[src/pks_pkg.sv]
package pks_pkg;

  // ----------------------------------------------------------------
  // Clock and counter sizing
  // ----------------------------------------------------------------
  localparam int unsigned CLK_HZ = 20_000_000; // System clock rate
  localparam int unsigned CYC_PER_MS = CLK_HZ / 1000; // Cycles in one ms
  localparam int unsigned CNT_W = 27; // Holds 4.5 s worth of cycles

  // ----------------------------------------------------------------
  // Times in milliseconds, as specified
  // ----------------------------------------------------------------
  localparam int unsigned ON_MIN_MS = 100; // Shortest accepted switch-on press
  localparam int unsigned ON_PRESS_MS = 500; // Host switch-on press
  localparam int unsigned SHUT_MIN_MS = 1200; // Shortest switch-off press
  localparam int unsigned OFF_PRESS_MS = 1500; // Host switch-off press, with margin
  localparam int unsigned IFACE_MS = 3500; // USB and UART usable after start
  localparam int unsigned STATUS_MS = 4500; // Status shows started
  localparam int unsigned OFF_MS = 2000; // Status and interface outputs drop after shutdown begins
  localparam int unsigned RST_MIN_MS = 100; // Reset pulse must exceed this
  localparam int unsigned RST_MAX_MS = 600; // Reset pulse must stay below this
  localparam int unsigned RST_PULSE_MS = 300; // Host reset pulse

  // ----------------------------------------------------------------
  // Derived cycle counts (whole ms, so no rounding arises)
  // ----------------------------------------------------------------
  localparam logic [CNT_W-1:0] ON_MIN_CYC = CNT_W'(ON_MIN_MS * CYC_PER_MS);
  localparam logic [CNT_W-1:0] ON_PRESS_CYC = CNT_W'(ON_PRESS_MS * CYC_PER_MS);
  localparam logic [CNT_W-1:0] SHUT_MIN_CYC = CNT_W'(SHUT_MIN_MS * CYC_PER_MS);
  localparam logic [CNT_W-1:0] OFF_PRESS_CYC = CNT_W'(OFF_PRESS_MS * CYC_PER_MS);
  localparam logic [CNT_W-1:0] IFACE_CYC = CNT_W'(IFACE_MS * CYC_PER_MS);
  localparam logic [CNT_W-1:0] STATUS_CYC = CNT_W'(STATUS_MS * CYC_PER_MS);
  localparam logic [CNT_W-1:0] OFF_CYC = CNT_W'(OFF_MS * CYC_PER_MS);
  localparam logic [CNT_W-1:0] RST_MIN_CYC = CNT_W'(RST_MIN_MS * CYC_PER_MS);
  localparam logic [CNT_W-1:0] RST_MAX_CYC = CNT_W'(RST_MAX_MS * CYC_PER_MS);
  localparam logic [CNT_W-1:0] RST_PULSE_CYC = CNT_W'(RST_PULSE_MS * CYC_PER_MS);
  localparam logic [CNT_W-1:0] WAKE_WAIT_CYC = 27'h1; // Wake needs no boot wait

  // ----------------------------------------------------------------
  // State encodings
  // ----------------------------------------------------------------
  typedef enum logic [5:0] {
    DS_OFF = 6'h01,
    DS_BOOT = 6'h02,
    DS_RUN = 6'h04,
    DS_SHUT = 6'h08,
    DS_SLEEP = 6'h10,
    DS_RESTART = 6'h20
  } pks_dev_state_type;

  typedef enum logic [2:0] {
    HS_IDLE = 3'h1,
    HS_PRESS = 3'h2,
    HS_WAIT = 3'h4
  } pks_host_state_type;

endpackage

[src/pks_if.sv]
`timescale 1ns/10ps
// ------------------------------------------------------------------
// Control pins between host and module
// ------------------------------------------------------------------
interface pks_if;
  logic power_key_n; // Power key, low while pressed
  logic hard_reset_n; // Hard reset line, low while asserted
  logic flight_req; // High asks the module to silence its radio
  logic host_sleep_sense; // High while host processor is dormant
  logic status_on; // Module started indication
  logic iface_ready; // USB and UART usable

  // Module end
  modport dev_mp (
    input power_key_n,
    input hard_reset_n,
    input flight_req,
    input host_sleep_sense,
    output status_on,
    output iface_ready
  );

  // Host end
  modport host_mp (
    output power_key_n,
    output hard_reset_n,
    output flight_req,
    output host_sleep_sense,
    input status_on,
    input iface_ready
  );
endinterface

[src/pks_device.sv]
`timescale 1ns/10ps
// Summary of operation
// - Host holds key low 500 ms to start
// - Key press of 100 ms starts module
// - Status rises 4.5 s after start press
// - USB and UART usable after 3.5 s
// - Key held 1.2 s while running shuts down
// - Status and interface outputs drop 2 s after shutdown begins
// - Software power-down command also shuts down
// - Reset pulse longer than 100 ms and shorter than 600 ms restarts
// - Software restart command acts as reset
// - Sample host dormant sense input
// - Flight request silences the radio
// - Key low wakes module from sleep
module pks_device
  import pks_pkg::*;
#(
  parameter logic [pks_pkg::CNT_W-1:0] ON_MIN = pks_pkg::ON_MIN_CYC,
  parameter logic [pks_pkg::CNT_W-1:0] SHUT_MIN = pks_pkg::SHUT_MIN_CYC,
  parameter logic [pks_pkg::CNT_W-1:0] IFACE_DLY = pks_pkg::IFACE_CYC,
  parameter logic [pks_pkg::CNT_W-1:0] STATUS_DLY = pks_pkg::STATUS_CYC,
  parameter logic [pks_pkg::CNT_W-1:0] OFF_DLY = pks_pkg::OFF_CYC,
  parameter logic [pks_pkg::CNT_W-1:0] RST_MIN = pks_pkg::RST_MIN_CYC,
  parameter logic [pks_pkg::CNT_W-1:0] RST_MAX = pks_pkg::RST_MAX_CYC
)
(
  // Clock and reset
  input wire logic clk_sys,
  input wire logic rst_n,
  // Control pins from the host
  pks_if.dev_mp link,
  // Commands from the command interpreter, one-cycle pulses
  input wire logic cmd_power_down,
  input wire logic cmd_restart,
  input wire logic sleep_req,
  // Status toward the rest of the module
  output pks_pkg::pks_dev_state_type dev_state,
  output logic radio_on,
  output logic host_dormant
);
  import pks_pkg::*;

  // ----------------------------------------------------------------
  // State
  // ----------------------------------------------------------------
  typedef struct packed {
    pks_dev_state_type state; // Power state
    logic [CNT_W-1:0] key_cnt; // Cycles the key has been low
    logic [CNT_W-1:0] rst_cnt; // Cycles the reset line has been low
    logic [CNT_W-1:0] tmr; // Time in the boot or shutdown state
    logic key_armed; // Key seen released since last action
    logic key_q; // Key one cycle ago
    logic rst_q; // Reset line one cycle ago
    logic status; // Started indication
    logic iface; // USB and UART usable
    logic radio; // Radio active
    logic dormant; // Sampled host sleep sense
  } pks_dev_regs_type;

  pks_dev_regs_type dev_ff; // Registered state
  pks_dev_regs_type nxt_dev; // Next state
  logic key_rise; // Key released this cycle
  logic rst_rise; // Reset line released this cycle
  logic rst_valid; // Released reset pulse had a legal width

  // ----------------------------------------------------------------
  // Saturating increment, so a stuck pin cannot wrap a counter
  // ----------------------------------------------------------------
  function automatic logic [CNT_W-1:0] sat_inc(input logic [CNT_W-1:0] v);
    sat_inc = (&v) ? v : v + 27'h1;
  endfunction

  // ----------------------------------------------------------------
  // Pin edges
  // ----------------------------------------------------------------
  assign key_rise = link.power_key_n && !dev_ff.key_q;
  assign rst_rise = link.hard_reset_n && !dev_ff.rst_q;
  // Strict bounds at both ends of the window
  assign rst_valid = (dev_ff.rst_cnt > RST_MIN) && (dev_ff.rst_cnt < RST_MAX);

  // ----------------------------------------------------------------
  // Next-state logic
  // ----------------------------------------------------------------
  always_comb
  begin
    nxt_dev = dev_ff;
    nxt_dev.key_q = link.power_key_n;
    nxt_dev.rst_q = link.hard_reset_n;
    nxt_dev.dormant = link.host_sleep_sense;
    // Pulse width counters run in every state
    nxt_dev.key_cnt = link.power_key_n ? '0 : sat_inc(dev_ff.key_cnt);
    nxt_dev.rst_cnt = link.hard_reset_n ? '0 : sat_inc(dev_ff.rst_cnt);
    if (link.power_key_n)
    begin
      nxt_dev.key_armed = 1'b1;
    end

    unique case (dev_ff.state)
      DS_OFF:
      begin
        nxt_dev.status = 1'b0;
        nxt_dev.iface = 1'b0;
        nxt_dev.radio = 1'b0;
        // Start on release of a long enough press
        if (key_rise && dev_ff.key_armed && dev_ff.key_cnt >= ON_MIN)
        begin
          nxt_dev.tmr = '0;
          nxt_dev.state = DS_BOOT;
        end
      end
      DS_BOOT:
      begin
        nxt_dev.tmr = sat_inc(dev_ff.tmr);
        // Interfaces come up before the status indication
        if (dev_ff.tmr >= IFACE_DLY - 27'h1)
        begin
          nxt_dev.iface = 1'b1;
        end
        if (dev_ff.tmr >= STATUS_DLY - 27'h1)
        begin
          nxt_dev.status = 1'b1;
          nxt_dev.radio = !link.flight_req;
          nxt_dev.state = DS_RUN;
        end
      end
      DS_RUN:
      begin
        nxt_dev.radio = !link.flight_req;
        // Short presses just clear the counter on release
        // A press of exactly the minimum is seen at its release edge
        if (dev_ff.key_armed && dev_ff.key_cnt >= SHUT_MIN)
        begin
          nxt_dev.tmr = '0;
          nxt_dev.key_armed = 1'b0;
          nxt_dev.state = DS_SHUT;
        end
        else if (cmd_power_down)
        begin
          nxt_dev.tmr = '0;
          nxt_dev.state = DS_SHUT;
        end
        else if (sleep_req)
        begin
          nxt_dev.iface = 1'b0;
          nxt_dev.radio = 1'b0;
          nxt_dev.state = DS_SLEEP;
        end
      end
      DS_SHUT:
      begin
        nxt_dev.radio = 1'b0;
        nxt_dev.tmr = sat_inc(dev_ff.tmr);
        // Status and interfaces linger during the shutdown process
        if (dev_ff.tmr >= OFF_DLY - 27'h1)
        begin
          nxt_dev.status = 1'b0;
          nxt_dev.iface = 1'b0;
          nxt_dev.key_armed = 1'b0; // A still-held key must not restart
          nxt_dev.state = DS_OFF;
        end
      end
      DS_SLEEP:
      begin
        nxt_dev.radio = 1'b0;
        // Wake press does not count toward a shutdown press
        if (!link.power_key_n)
        begin
          nxt_dev.key_armed = 1'b0;
          nxt_dev.iface = 1'b1;
          nxt_dev.radio = !link.flight_req;
          nxt_dev.state = DS_RUN;
        end
      end
      DS_RESTART:
      begin
        nxt_dev.tmr = '0;
        nxt_dev.state = DS_BOOT;
      end
      default:
      begin
        nxt_dev.state = DS_OFF; // Recover from an illegal code
      end
    endcase

    // Restart overrides while powered, but not during shutdown
    if ((dev_ff.state == DS_BOOT || dev_ff.state == DS_RUN || dev_ff.state == DS_SLEEP)
        && ((rst_rise && rst_valid) || cmd_restart))
    begin
      nxt_dev.status = 1'b0;
      nxt_dev.iface = 1'b0;
      nxt_dev.radio = 1'b0;
      nxt_dev.tmr = '0;
      nxt_dev.state = DS_RESTART;
    end
  end

  // ----------------------------------------------------------------
  // State register
  // ----------------------------------------------------------------
  always_ff @(posedge clk_sys or negedge rst_n)
  begin
    if (!rst_n)
    begin
      dev_ff <= '0;
      dev_ff.state <= DS_OFF;
      dev_ff.key_q <= 1'b1;
      dev_ff.rst_q <= 1'b1;
    end
    else
    begin
      dev_ff <= nxt_dev;
    end
  end

  // ----------------------------------------------------------------
  // Outputs, all from flip-flops
  // ----------------------------------------------------------------
  assign link.status_on = dev_ff.status;
  assign link.iface_ready = dev_ff.iface;
  assign dev_state = dev_ff.state;
  assign radio_on = dev_ff.radio;
  assign host_dormant = dev_ff.dormant;

endmodule

[src/flat_wrapper.sv]
// flat-port wrapper written by rule: the top's interface ports become plain ports
module pks_device_flat import pks_pkg::*;
#(
  parameter logic [pks_pkg::CNT_W-1:0] ON_MIN = pks_pkg::ON_MIN_CYC,
  parameter logic [pks_pkg::CNT_W-1:0] SHUT_MIN = pks_pkg::SHUT_MIN_CYC,
  parameter logic [pks_pkg::CNT_W-1:0] IFACE_DLY = pks_pkg::IFACE_CYC,
  parameter logic [pks_pkg::CNT_W-1:0] STATUS_DLY = pks_pkg::STATUS_CYC,
  parameter logic [pks_pkg::CNT_W-1:0] OFF_DLY = pks_pkg::OFF_CYC,
  parameter logic [pks_pkg::CNT_W-1:0] RST_MIN = pks_pkg::RST_MIN_CYC,
  parameter logic [pks_pkg::CNT_W-1:0] RST_MAX = pks_pkg::RST_MAX_CYC
)
  (clk_sys, rst_n, cmd_power_down, cmd_restart, sleep_req, dev_state, radio_on, host_dormant, link_power_key_n, link_hard_reset_n, link_flight_req, link_host_sleep_sense, link_status_on, link_iface_ready);
  pks_if link_i ();
  input wire logic clk_sys;
  input wire logic rst_n;
  input wire logic cmd_power_down;
  input wire logic cmd_restart;
  input wire logic sleep_req;
  output pks_pkg::pks_dev_state_type dev_state;
  output logic radio_on;
  output logic host_dormant;
  input wire logic [$bits(link_i.power_key_n)-1:0] link_power_key_n;
  input wire logic [$bits(link_i.hard_reset_n)-1:0] link_hard_reset_n;
  input wire logic [$bits(link_i.flight_req)-1:0] link_flight_req;
  input wire logic [$bits(link_i.host_sleep_sense)-1:0] link_host_sleep_sense;
  output wire logic [$bits(link_i.status_on)-1:0] link_status_on;
  output wire logic [$bits(link_i.iface_ready)-1:0] link_iface_ready;
  assign link_i.power_key_n = link_power_key_n;
  assign link_i.hard_reset_n = link_hard_reset_n;
  assign link_i.flight_req = link_flight_req;
  assign link_i.host_sleep_sense = link_host_sleep_sense;
  assign link_status_on = link_i.status_on;
  assign link_iface_ready = link_i.iface_ready;
  pks_device #(.ON_MIN(ON_MIN), .SHUT_MIN(SHUT_MIN), .IFACE_DLY(IFACE_DLY), .STATUS_DLY(STATUS_DLY), .OFF_DLY(OFF_DLY), .RST_MIN(RST_MIN), .RST_MAX(RST_MAX)) u_core (.clk_sys(clk_sys), .rst_n(rst_n), .link(link_i), .cmd_power_down(cmd_power_down), .cmd_restart(cmd_restart), .sleep_req(sleep_req), .dev_state(dev_state), .radio_on(radio_on), .host_dormant(host_dormant));
endmodule
[config.mk]
export PLATFORM = sky130hd
export DESIGN_NAME = pks_device_flat
export DESIGN_NICKNAME = d
export VERILOG_FILES = /design/src/pks_pkg.sv /design/src/pks_if.sv /design/src/pks_device.sv /design/src/flat_wrapper.sv
export SDC_FILE = /design/constraint.sdc
export NUM_CORES = 1
export LEC_CHECK = 0
export BUFFER_PORTS_ARGS = -buffer_cell sky130_fd_sc_hd__clkbuf_2
export CAP_MARGIN = 20
export CORE_UTILIZATION = 45
export DETAILED_ROUTE_END_ITERATION = 10
export SYNTH_ARGS = -nofsm -noshare
export SYNTH_HDL_FRONTEND = slang
export SYNTH_SLANG_ARGS = --single-unit
export TNS_END_PERCENT = 1
[constraint.sdc]
create_clock -name clk_sys -period 2.3 [get_ports clk_sys]
set_clock_uncertainty 0.05 [all_clocks]
set_input_delay 0.46 -clock clk_sys [delete_from_list [all_inputs] [get_ports clk_sys]]
set_output_delay 0.46 -clock clk_sys [all_outputs]
set_load 0.01 [all_outputs]
* Word level (Yosys, flattened, before mapping)
Index checks and enable logic that the tools add are counted.
** Cells by class
- Add/subtract/negate cells :: 3
- Order comparisons :: 7
- Eq/ne operators :: 19
- Multiplexer cells :: 35
- Reductions and logical operators :: 26
** Operator list (number)
- $mux W27 :: 9
- $pmux W27 S4 :: 1
- $add A27 B1 Y27 const B :: 3
- $reduce_and A27 Y1 :: 3
- $ge A27 B27 Y1 const B :: 2
- $mux W6 :: 8
- $pmux W6 S6 :: 1
- $ge A27 B21 Y1 const B :: 1
- $ge A27 B25 Y1 const B :: 1
- $ge A27 B26 Y1 const B :: 1
- $gt A27 B21 Y1 const B :: 1
- $lt A27 B24 Y1 const B :: 1
- $ne A3 B3 Y1 const B :: 5
- $mux W2 :: 5
- $pmux W2 S5 :: 1
- $logic_and A1 B1 Y1 :: 8
- $mux W1 :: 7
- $reduce_and A7 Y1 :: 1
- $eq A6 B1 Y1 const B :: 1
- $eq A6 B2 Y1 const B :: 1
- $eq A6 B3 Y1 const B :: 1
- $eq A6 B4 Y1 const B :: 1
- $eq A6 B5 Y1 const B :: 1
- $eq A6 B6 Y1 const B :: 1
- other kinds (17) :: 25
** Word-level totals
- Register bits :: 94
- Bits of input ports :: 9
- Output and inout bits :: 10
- Word-level logic and storage cells :: 101

* Longest topological paths before layout
Gate-level depths: netlist (run 1).
- Depth after elaboration :: 7
- Depth in mapped cells :: 12
- Gate-level depth less buffers :: 9

* Worst setup path before layout (run 1)
Ideal clock, no wire load.
- Path kind :: reg-to-reg
- From :: register u_core.dev_ff[7] in the netlist's numbering
- To :: register u_core.dev_ff (netlist bit u_core.link.iface_ready)
- Library setup time :: 0.122 ns
- Arrival time :: 2.193 ns
- Data required time :: 2.128 ns
- Path slack :: -0.064 ns
- Stages on the path, launching flop included :: 9
- Buffers on the path :: 0
- Clock period less this slack :: 2.364 ns
- Path through :: dfrtp_1 > ha_1 > nand4_1 > nor2_1 > o31a_1 > o21ai_0 > a31oi_1 > or4b_2 > a32o_1
** Between the ends
- Cells in the longest elaborated chain, start to end :: 3
- Elaborated cells on any way between the ends :: 5
- Classes of those cells :: order compare (2); eq/ne (2); reduce/logical (1)
** Ends and longest elaborated chain
- start, declared :: RTL line pks_device.sv:60 : pks_dev_regs_type dev_ff;
- start signal, assigned :: RTL line pks_device.sv:211 : dev_ff <= nxt_dev;
- $ge A27 B27 Y1 / $ge A27 B26 Y1 (equally long branches) :: RTL line pks_device.sv:115, pks_device.sv:154
- $ne A3 B2 Y1 (no line) / $ne A3 B1 Y1 (equally long branches)
- $reduce_and A7 Y1 (no line) (*)
Mark *: on every way between the ends. The rest lies on a longest branch, timed or not.
A chain may end at the register's enable or synchronous reset.

* Final worst setup path (run 1)
- From :: register u_core.dev_ff (netlist bit u_core.dev_state[2])
- To :: register u_core.dev_ff[16] in the netlist's numbering
** Between the ends
- Cells in the longest elaborated chain, start to end :: 6
- Elaborated cells on any way between the ends :: 17
- Classes of those cells :: eq/ne (9); mux (2); reduce/logical (6)
** Ends and longest elaborated chain
- $eq A6 B2 Y1 / $eq A6 B3 Y1 (equally long branches) :: RTL line pks_device.sv:98, pks_device.sv:186
- $logic_or A1 B1 Y1 (2 in a row) :: RTL line pks_device.sv:186 : if ((dev_ff.state == DS_BOOT || dev_ff.state == DS_RUN || dev_ff.state == DS_SLEEP)
- $logic_and A1 B1 Y1 :: RTL line pks_device.sv:187 : && ((rst_rise && rst_valid) || cmd_restart))
- $ne A4 B3 Y1 (no line) (tied with other cells)
- $reduce_and A4 Y1 (no line)
Several ways; a longest one is shown, not always the timed one.

==> results.sh, run 1 <==
export IMPL_outcome="complete, but fails checks"
export IMPL_violations="negative setup slack"
export IMPL_cpMaxStageDelayCell="dfrtp_1"
export IMPL_regArea_um2=2360
export IMPL_powerDensity_nw_per_um2=624
export IMPL_p_clk_share_pct=34.9
export IMPL_drive_gt1_share_pct=29.5
export IMPL_rrSetupSlack_ns=-0.03
export IMPL_report_power_total_mw=4.66
export IMPL_syn_cell_area_um2=5840
export IMPL_synth_top_cells_by_area="dfrtp_1 39%, nor2_1 6.6%, xor2_1 3.7%"
export IMPL_yosys_warnings=0
export IMPL_switchingPower_mw=1.47
export IMPL_root_buffer="clkbuf_16"
export IMPL_relSlewSlack_pct=68.0
export IMPL_routedWlPerCell_um=16.0
export IMPL_grt_pass1_wl_mm=26.0
export IMPL_drv_cap=0
export IMPL_start_util_pct=46.3
export IMPL_avgViaCountPerCell=5.67
export IMPL_synthFlopType="dfrtp_1"
export IMPL_clock_sinks=94
export IMPL_core_um2=12600
export IMPL_ir_worst_vdd_uv=279
export IMPL_cts_tree="yes"
export IMPL_grt_pass1_vias=5405
export IMPL_postRouteAntennaNets=0
export IMPL_cts_hold_buf=0
export IMPL_cts_max_path_buffers=2
export IMPL_fillers=1129
export IMPL_multi_input_area_um2=3460
export IMPL_synth_top_area_cell="dfrtp_1"
export IMPL_track_usage_pct=24.7
export IMPL_io_buffers=18
export IMPL_timing_hold_ws_ns=0.00411
export IMPL_die_y_um=116
export IMPL_antenna_found_initial=0
export IMPL_fmax_mhz=428
export IMPL_ys_ff_latch=94
export IMPL_critPathLaunchType="flop"
export IMPL_p_int_mw=3.18
export IMPL_report_final_slew_viol_count=0
export IMPL_reg2reg_depth=9
export IMPL_synth_distinct_cells=71
export IMPL_setup_worst_path_class="flop to flop"
export IMPL_synth_top_cell_area_share_pct=39.0
export IMPL_vias=5402
export IMPL_fin_tns_setup_ns=-0.205
export IMPL_fp_dieW_um=116
export IMPL_place_ws_ns=-0.184
export IMPL_cp_max_fo=10
export IMPL_seq_area_frac_synth_pct=40.3
export IMPL_cts_inserted_buffers=9
export IMPL_min_path_type="input port to async pin"
export IMPL_drt_iter0_markers=352
export IMPL_syn_avg_cell_area_um2=8.68
export IMPL_worst_slack_ns=-0.0342
export IMPL_clkTransAtPathRegs_ns=0.07
export IMPL_rsz0062_at_grt="yes"
export IMPL_rr_startpoint="u_core.dev_state[2]$_DFFE_PN0P_"
export IMPL_pwr_share_comb_pct=27.5
export IMPL_gr_total_overflow=0
export IMPL_crit_path_end_kind="flop"
export IMPL_p_sw_share_pct=31.6
export IMPL_areaGrowthSynthToFinish_pct=27.7
export IMPL_cpPeakStageDelay_ns=0.39
export IMPL_synthCells=673
export IMPL_drtPass1Iterations=4
export IMPL_grt_start_max_net_pins=41
export IMPL_fin_crit_ns=2.33
export IMPL_synth_edf_count=0
export IMPL_arrival_ns=2.53
export IMPL_wirelength_mm=15.2
export IMPL_drc=0
export IMPL_setup_violations=21
export IMPL_async_reset_ff_share_pct=100
export IMPL_dp_hpwl_mm=10.7
export IMPL_worstPathRequired_ns=2.50
export IMPL_worst_slew_pin_slew_ns=0.477
export IMPL_globalplace_congestion=0.892
export IMPL_startpoint="u_core.dev_state[2]$_DFFE_PN0P_"
export IMPL_io_pins=19
export IMPL_finalHoldViolCount=0
export IMPL_htreeDepth=3
export IMPL_clk_insertion_delay_late_ns=0.35
export IMPL_r2r_end="u_core.dev_ff[16]$_DFFE_PN0P_"
export IMPL_p_leak_nw=3.24
export IMPL_n_antenna_cell=0
export IMPL_fp_row_count=41
export IMPL_syn_nets=687
export IMPL_path_cells="buf_4, xor2_1, mux2i_1, o31a_1, nor4_4, a21oi_4, or2_4, buf_8, o41ai_2"
export IMPL_nNetsFinal=789
export IMPL_seq_power_share_pct=37.6
export IMPL_dieArea_um2=13400
export IMPL_period_share_pct=101
-- Yosys cell counts, types with 11 or more instances --
| master | n |
|---|---|
| nor2_1 | 102 |
| dfrtp_1 | 91 |
| nand2_1 | 50 |
| nand3_1 | 39 |
| o31ai_1 | 29 |
| a21oi_1 | 26 |
| xor2_1 | 25 |
| clkbuf_1 | 24 |
| nand4_1 | 23 |
| nor3_1 | 21 |
| xnor2_1 | 21 |
| o21ai_0 | 19 |
| and3_1 | 14 |
| inv_1 | 14 |
| a31oi_1 | 11 |
| buf_2 | 11 |
| o31ai_2 | 11 |
-- state kept, by name, indices dropped and copies added (netlist names) --
signal and flops:
u_core.link.iface_ready 1, u_core.dev_ff 84, u_core.host_dormant 1, u_core.link.status_on 1
u_core.radio_on 1, u_core.dev_state 6
-- cell families after synthesis --
| logic type | share of synthesized area [%] |
|---|---|
| DFF | 40.3 |
| buffers and inverters | 5.27 |
| muxes | 0.749 |
| xor gates and xnor gates | 6.90 |
| AOI/OAI and AO/OA | 17.0 |
| and+or+nand+nor | 28.7 |
| adders and majority gates | 1.07 |
-- critical path, delay by kind of cell (launching register included) --
family	cells	cell delay, ns
AND/OR/NAND/NOR	2	0.62
AO/OA/AOI/OAI	3	0.61
flip-flops	1	0.39
buffers and inverters	2	0.31
XOR/XNOR	1	0.15
multiplexers	1	0.09
-- stage by stage --
step	utilization (%)	cell area, µm²	cells
after floorplan	-	5850	673
after global placement	53.9	6810	932
after detailed placement	53.9	6810	932
after CTS	58.0	7320	952
after global routing	59.1	7460	952
final	59.1	7460	952
-- how the worst max path moves through the flow --
| stage | to | slack, ns | cells past startpoint |
|---|---|---|---|
| finish | u_core.dev_ff[16]$_DFFE_PN0P_ | -0.03 | 9 |
| detailed placement | u_core.dev_ff[17]$_DFFE_PN0P_ | -0.18 | 10 |
| floorplan | u_core.link.iface_ready$_DFFE_PN0P_ | -0.007 | 8 |
| global route | u_core.dev_ff[16]$_DFFE_PN0P_ | -0.16 | 9 |
| global placement | u_core.link.iface_ready$_DFFE_PN0P_ | -0.08 | 10 |
| CTS | u_core.dev_ff[12]$_DFFE_PN0P_ | -0.02 | 10 |
-- power by group through the flow --
stage               sequential (mW)  combinational [mW]  clock [mW]
floorplan                      1.77               0.696           0
global placement               1.78                1.07           0
detailed placement             1.78                1.08           0
CTS                            1.75                1.21        1.67
global route                   1.76                1.39        1.74
finish                         1.75                1.28        1.62
-- placed cells by master (no fill, tap or decap), drive strengths merged, types with 4 or more instances in the layout --
master	count
xnor2	21
xor2	25
nand2b	7
and3	14
a21oi	27
nor3	21
clkbuf	26
buf	122
a31oi	11
nand2	51
inv	15
and4	9
nand4	23
and2	8
o41ai	5
nor2b	10
nor2	102
o21ai	26
nand3	39
nor4	13
o31ai	40
dfrtp	91
or3	9
ha	5
o211ai	4
-- routing by layer --
metal	up-vias	wire length, µm	track usage, %
met5	-	0	0
met4	0	345	10.9
met3	26	580	3.50
met2	123	7270	38.9
met1	2626	7050	33.7
li1	2627	-	-
-- layout make-up --
type	instances	share of cell area, %
repair buffers	139	14.1
clock inverters	7	1.29
inverters	14	0.704
clock buffers	9	3.02
flip-flops and latches	94	31.6
multi-input cells	517	46.4
well taps	172	2.88
-- repair_timing --
action                     CTS  global route
cloned                       1             0
resized for setup           32            31
pin swaps                    9            11
buffers inserted             3             0
setup endpoints to repair   31            43
Note: power is estimated with default switching activity, not from simulation.
==> run 2, diff against run 1 <==
==> constraint.sdc (replaced) <==
create_clock -name clk_sys -period 2.3 [get_ports clk_sys]
set_clock_uncertainty 0.05 [all_clocks]
set_input_delay 0.115 -clock clk_sys [delete_from_list [all_inputs] [get_ports clk_sys]]
set_output_delay 0.115 -clock clk_sys [all_outputs]
set_load 0.01 [all_outputs]
==> run 2 against run 1 <==
Against the previous run:
- largest cell class unchanged
- first-iteration DRC count rose by 11%
- sequential share of layout area barely moved
- via count did not move
- routed wire length fell by 1.1%
- final cell count fell by 0.21%
- flip-flop and latch count did not move
- the flow still finishes with violations (negative setup slack)
- final area fell by 0.12%
- clock power barely moved
- fmax barely moved
- utilization fell by 0.069 points
- critical endpoint is now u_core.dev_ff[19]$_DFFE_PN0P_
- count of clock-buffer cells in the layout rose by 4
==> results.sh, run 2 (synthesis results as in run 1) <==
export IMPL_outcome="complete, but fails checks"
export IMPL_violations="negative setup slack"
export IMPL_drive_gt1_share_pct=27.5
export IMPL_avgViaCountPerCell=5.69
export IMPL_r2r_end="u_core.dev_ff[19]$_DFFE_PN0P_"
export IMPL_routedWlPerCell_um=15.9
export IMPL_htreeDepth=3
export IMPL_grt_start_max_net_pins=45
export IMPL_period_share_pct=101
export IMPL_finalHoldViolCount=0
export IMPL_rr_startpoint="u_core.dev_state[3]$_DFFE_PN0P_"
export IMPL_pwr_share_comb_pct=27.6
export IMPL_clk_insertion_delay_late_ns=0.35
export IMPL_crit_cells=8
export IMPL_path_cells="buf_4, mux2i_1, o31a_1, nor4_4, a21oi_2, or2_4, buf_12, o31ai_2"
export IMPL_p_sw_share_pct=30.2
export IMPL_worst_slew_pin_slew_ns=0.536
export IMPL_min_delay_worst_endpoint="u_core.dev_ff[4]$_DFF_PN1_"
export IMPL_setup_violations=11
export IMPL_postRouteAntennaNets=0
export IMPL_hold_depth=2
export IMPL_drtPass1Iterations=5
export IMPL_die_y_um=116
export IMPL_seq_power_share_pct=37.5
export IMPL_root_buffer="clkbuf_16"
export IMPL_globalplace_congestion=0.857
export IMPL_relSlewSlack_pct=63.8
export IMPL_critPathLaunchType="flop"
export IMPL_worstPathRequired_ns=2.50
export IMPL_min_path_type="input port to flop"
export IMPL_min_delay_start="link_hard_reset_n"
export IMPL_n_antenna_cell=0
export IMPL_cpMaxStageDelayCell="dfrtp_2"
export IMPL_gr_total_overflow=0
export IMPL_wirelength_mm=15.1
export IMPL_io_pins=19
export IMPL_setup_worst_path_class="flop to flop"
export IMPL_report_power_total_mw=4.66
export IMPL_ir_worst_vdd_uv=451
export IMPL_clock_sinks=94
export IMPL_grt_pass1_vias=5287
export IMPL_fillers=1121
export IMPL_start_util_pct=46.3
export IMPL_cts_max_path_buffers=2
export IMPL_cpPeakStageDelay_ns=0.48
export IMPL_worst_slack_ns=-0.0334
export IMPL_p_leak_nw=3.20
export IMPL_track_usage_pct=24.4
export IMPL_cts_inserted_buffers=9
export IMPL_arrival_ns=2.53
export IMPL_fmax_mhz=429
export IMPL_drv_cap=0
export IMPL_largest_register_ffs=84
export IMPL_io_buffers=18
export IMPL_vias=5402
export IMPL_critPathBufInv=2
export IMPL_antenna_found_initial=0
export IMPL_rsz0062_at_grt="yes"
export IMPL_p_clk_share_pct=34.8
export IMPL_final_common_cell="buf_4"
export IMPL_crit_family="simple AND/OR/NAND/NOR gates"
export IMPL_top_register="u_core.dev_ff"
export IMPL_powerDensity_nw_per_um2=625
export IMPL_core_um2=12600
export IMPL_dieArea_um2=13400
export IMPL_switchingPower_mw=1.40
export IMPL_cts_tree="yes"
export IMPL_place_ws_ns=-0.150
export IMPL_fin_crit_ns=2.33
export IMPL_final_cell_mix="109 x buf_4, 102 x nor2_1, 90 x dfrtp_1"
export IMPL_fp_row_count=41
export IMPL_areaGrowthSynthToFinish_pct=27.6
export IMPL_dp_hpwl_mm=10.5
export IMPL_drt_iter0_markers=392
export IMPL_rrSetupSlack_ns=-0.03
export IMPL_cp_max_fo=13
export IMPL_grt_pass1_wl_mm=25.7
export IMPL_crit_path_end_kind="flop"
export IMPL_clkTransAtPathRegs_ns=0.06
export IMPL_report_final_slew_viol_count=0
export IMPL_fp_dieW_um=116
export IMPL_reg2reg_depth=8
export IMPL_p_int_mw=3.25
export IMPL_nNetsFinal=787
export IMPL_drc=0
-- run 2: timing repair --
action,4_1_cts,5_1_grt
setup buffers,9,1
resized for setup,33,20
setup endpoints to repair,30,56
endpoints found under the hold margin,34,0
cloned,2,0
pin swaps,10,12
hold buffers,3,0
-- run 2: power groups by stage --
stage	Combinational [mW]	Sequential [mW]	Clock, mW
after detailed placement	1.13	1.78	0
after floorplan	0.696	1.77	0
final	1.29	1.75	1.62
after CTS	1.26	1.75	1.66
after global routing	1.39	1.76	1.73
after global placement	1.12	1.78	0
-- run 2: per-layer routing --
| metal | global-route usage (%) | part of all wire [%] | vias to the layer above |
|---|---|---|---|
| met1 | 33.5 | 48 | 2637 |
| met3 | 3.19 | 3.7 | 28 |
| li1 | - | - | 2628 |
| met4 | 9.49 | 2.2 | 0 |
| met5 | 0 | 0 | - |
| met2 | 39.1 | 46 | 109 |
-- run 2: layout make-up --
class                   count  area [µm²]  share of cell area, %
multi-input cells         517        3450                   46.3
well taps                 172         215                   2.89
flip-flops and latches     94        2360                   31.6
inverters                  14        52.6                  0.705
clock buffers              13         250                   3.36
clock inverters             3        67.6                  0.906
repair buffers            137        1060                   14.3
-- run 2: worst max path at each step --
stage / startpoint / to / slack, ns
3_3_place_gp: u_core.dev_ff[7]$_DFFE_PN0P_ / u_core.link.iface_ready$_DFFE_PN0P_ / -0.09
4_1_cts: u_core.dev_ff[35]$_DFFE_PN0P_ / u_core.radio_on$_DFFE_PN0P_ / -0.02
5_1_grt: u_core.dev_state[5]$_DFFE_PN0P_ / u_core.dev_ff[27]$_DFFE_PN0P_ / -0.13
2_1_floorplan: u_core.dev_ff[7]$_DFFE_PN0P_ / u_core.link.iface_ready$_DFFE_PN0P_ / -0.007
6_report: u_core.dev_state[3]$_DFFE_PN0P_ / u_core.dev_ff[19]$_DFFE_PN0P_ / -0.03
3_5_place_dp: u_core.dev_ff[35]$_DFFE_PN0P_ / u_core.radio_on$_DFFE_PN0P_ / -0.15
-- run 2: per-stage QoR --
stage          util [%]  hold WS (ns)  instances  cell area (µm²)  TNS, ns
3_3_place_gp       53.3        0.0615        919             6720   -0.906
6_report           59.1        0.0692        950             7450   -0.151
5_1_grt            59.1        0.0688        950             7450    -3.01
4_1_cts            58.1        0.0631        949             7340  -0.0320
3_5_place_dp       53.3        0.0660        919             6720    -2.95
2_1_floorplan         -        -0.231        673             5850  -0.0380
==> run 3, diff against run 2 <==
Settings changed: CORE_UTILIZATION 45 to 40, GPL_ROUTABILITY_DRIVEN set to 0, GPL_TIMING_DRIVEN set to 0.
==> run 3 against run 2 <==
Against the previous run:
- the flow still finishes with violations (negative setup slack)
- sequential power barely moved
- clock power is 2% lower
- fmax down 5.4%
- non-clock buffer count down 39
- global-route usage fell by 3.3 points
- via count shrank 0.15%
- worst setup slack lost 0.13 ns
- final cell count decreased by 3.3%
- combinational power grew 8%
- sequential share of layout area up 0.41 points
- register-to-register slack lost 0.13 ns
==> results.sh, run 3 (synthesis results as in run 1) <==
export IMPL_fillers=1256
export IMPL_die_y_um=123
export IMPL_min_path_type="input port to flop"
export IMPL_cts_tree="yes"
export IMPL_report_final_slew_viol_count=0
export IMPL_timing_hold_ws_ns=0.0327
export IMPL_vias=5394
export IMPL_cts_inserted_buffers=9
export IMPL_gr_total_overflow=0
export IMPL_drive_gt1_share_pct=25.2
export IMPL_cpPeakStageDelay_ns=0.46
export IMPL_finalHoldViolCount=0
export IMPL_clock_sinks=94
export IMPL_worst_slack_ns=-0.165
export IMPL_start_util_pct=41.6
export IMPL_period_share_pct=107
export IMPL_clk_insertion_delay_late_ns=0.36
export IMPL_cp_common_cell="buf_12"
export IMPL_rsz0062_at_grt="yes"
export IMPL_root_buffer="clkbuf_16"
export IMPL_grt_start_max_net_pins=56
export IMPL_fin_tns_setup_ns=-3.45
export IMPL_ir_worst_vdd_uv=416
export IMPL_clkTransAtPathRegs_ns=0.07
export IMPL_arrival_ns=2.68
export IMPL_drtPass1Iterations=6
export IMPL_fin_crit_ns=2.47
export IMPL_outcome="complete, but fails checks"
export IMPL_areaGrowthSynthToFinish_pct=26.3
export IMPL_track_usage_pct=21.0
export IMPL_dieArea_um2=15100
export IMPL_top_register="u_core.dev_ff"
export IMPL_nNetsFinal=748
export IMPL_postRouteAntennaNets=0
export IMPL_n_antenna_cell=0
export IMPL_p_leak_nw=3.00
export IMPL_dp_hpwl_mm=10.3
export IMPL_grt_pass1_wl_mm=24.7
export IMPL_htreeDepth=3
export IMPL_cp_max_fo=5
export IMPL_place_inst=872
export IMPL_relSlewSlack_pct=54.3
export IMPL_wirelength_mm=15.6
export IMPL_routedWlPerCell_um=17.0
export IMPL_drv_cap=0
export IMPL_io_buffers=18
export IMPL_io_pins=19
export IMPL_report_power_total_mw=4.75
export IMPL_critPathBufInv=3
export IMPL_final_cell_count_no_fill=919
export IMPL_grt_pass1_vias=4945
export IMPL_worst_slew_pin_slew_ns=0.676
export IMPL_cpMaxStageDelayCell="dfrtp_2"
export IMPL_setup_worst_path_class="flop to flop"
export IMPL_crit_path_end_kind="flop"
export IMPL_fmax_mhz=406
export IMPL_final_common_cell="nor2_1"
export IMPL_critPathLaunchType="flop"
export IMPL_setup_violations=33
export IMPL_fp_row_count=43
export IMPL_fp_dieW_um=123
export IMPL_path_cells="buf_4, xor2_1, mux2i_1, o31a_1, nor4_4, a21oi_4, or2_4, buf_12, buf_12, o31ai_4"
export IMPL_final_cell_mix="99 x nor2_1, 85 x dfrtp_1, 50 x nand2_1"
export IMPL_core_um2=14000
export IMPL_drt_iter0_markers=650
export IMPL_final_util_pct=52.5
export IMPL_avgViaCountPerCell=5.87
export IMPL_violations="negative setup slack"
export IMPL_crit_family="simple AND/OR/NAND/NOR gates"
export IMPL_cts_max_path_buffers=2
export IMPL_drc=0
export IMPL_powerDensity_nw_per_um2=643
export IMPL_antenna_found_initial=0
export IMPL_largest_register_ffs=84
export IMPL_worstPathRequired_ns=2.52
## run 3: cell types whose count changed in the layout (fill, tap and decap cells not counted), sizes merged
cell / delta
clkinv: +1
dlygate4sd3: +2
buf: -59
clkinvlp: -1
bufinv: -1
clkbuf: +19
## run 3: layer usage
| metal | global-route usage [%] | share of wire [%] | vias up |
|---|---|---|---|
| met3 | 3.53 | 5.9 | 33 |
| li1 | - | - | 2559 |
| met1 | 28.3 | 45 | 2618 |
| met5 | 0 | 0 | - |
| met4 | 9.60 | 2.4 | 0 |
| met2 | 32.9 | 47 | 184 |
## run 3: worst paths after layout
kind | from | cells after the start | slack [ns] | to
setup / recovery | u_core.dev_state[2]$_DFFE_PN0P_ | 10 | -0.17 | u_core.dev_ff[22]$_DFFE_PN0P_
hold / removal | cmd_power_down | 4 | 0.03 | u_core.dev_state[4]$_DFFE_PN0P_
setup reg to reg | u_core.dev_state[2]$_DFFE_PN0P_ | 10 | -0.17 | u_core.dev_ff[22]$_DFFE_PN0P_
hold reg to reg | u_core.radio_on$_DFFE_PN0P_ | 1 | 0.47 | u_core.radio_on$_DFFE_PN0P_
max in group asynchronous | rst_n | 3 | 1.20 | u_core.dev_ff[4]$_DFF_PN1_
min in group asynchronous | rst_n | 2 | 0.27 | u_core.dev_ff[85]$_DFFE_PN0P_
## run 3: timing repair
item	4_1_cts	5_1_grt
resized for setup	70	46
buffers inserted	18	14
pin swaps	20	21
endpoints found under the setup margin	58	66
endpoints found under the hold margin	42	0
gates cloned	1	2
hold buffers	5	0
## run 3: power by group
group | switching, mW | total [mW] | internal [mW]
combinational | 0.803 | 1.39 | 0.583
sequential | 0.0679 | 1.78 | 1.71
clock | 0.648 | 1.58 | 0.935
total | 1.52 | 4.75 | 3.23
## run 3: worst register-to-register path, stage by stage, from the launching register on
cell and delay [ns]:
dfrtp_2 0.46, buf_4 0.16, xor2_1 0.13, mux2i_1 0.08, o31a_1 0.27, nor4_4 0.38
a21oi_4 0.06, or2_4 0.27, buf_12 0.16, buf_12 0.14, o31ai_4 0.21
## run 3: through the flow
step | cell area (µm²) | setup WS (ns)
after floorplan | 5850 | -0.00669
after global placement | 6170 | -0.607
after detailed placement | 6200 | -0.626
after CTS | 6990 | -0.148
after global routing | 7380 | -0.271
final | 7380 | -0.165
## run 3: area by class of cell
cell class | instances | area [µm²] | share of cell area [%]
buffer | 39 | 298 | 4.04
timing repair buffer | 59 | 495 | 6.72
clock inverter | 2 | 38.8 | 0.526
tap | 180 | 225 | 3.05
clock buffer | 14 | 274 | 3.71
sequential | 94 | 2360 | 32.0
inverter | 14 | 52.6 | 0.712
multi-input combinational | 517 | 3630 | 49.2
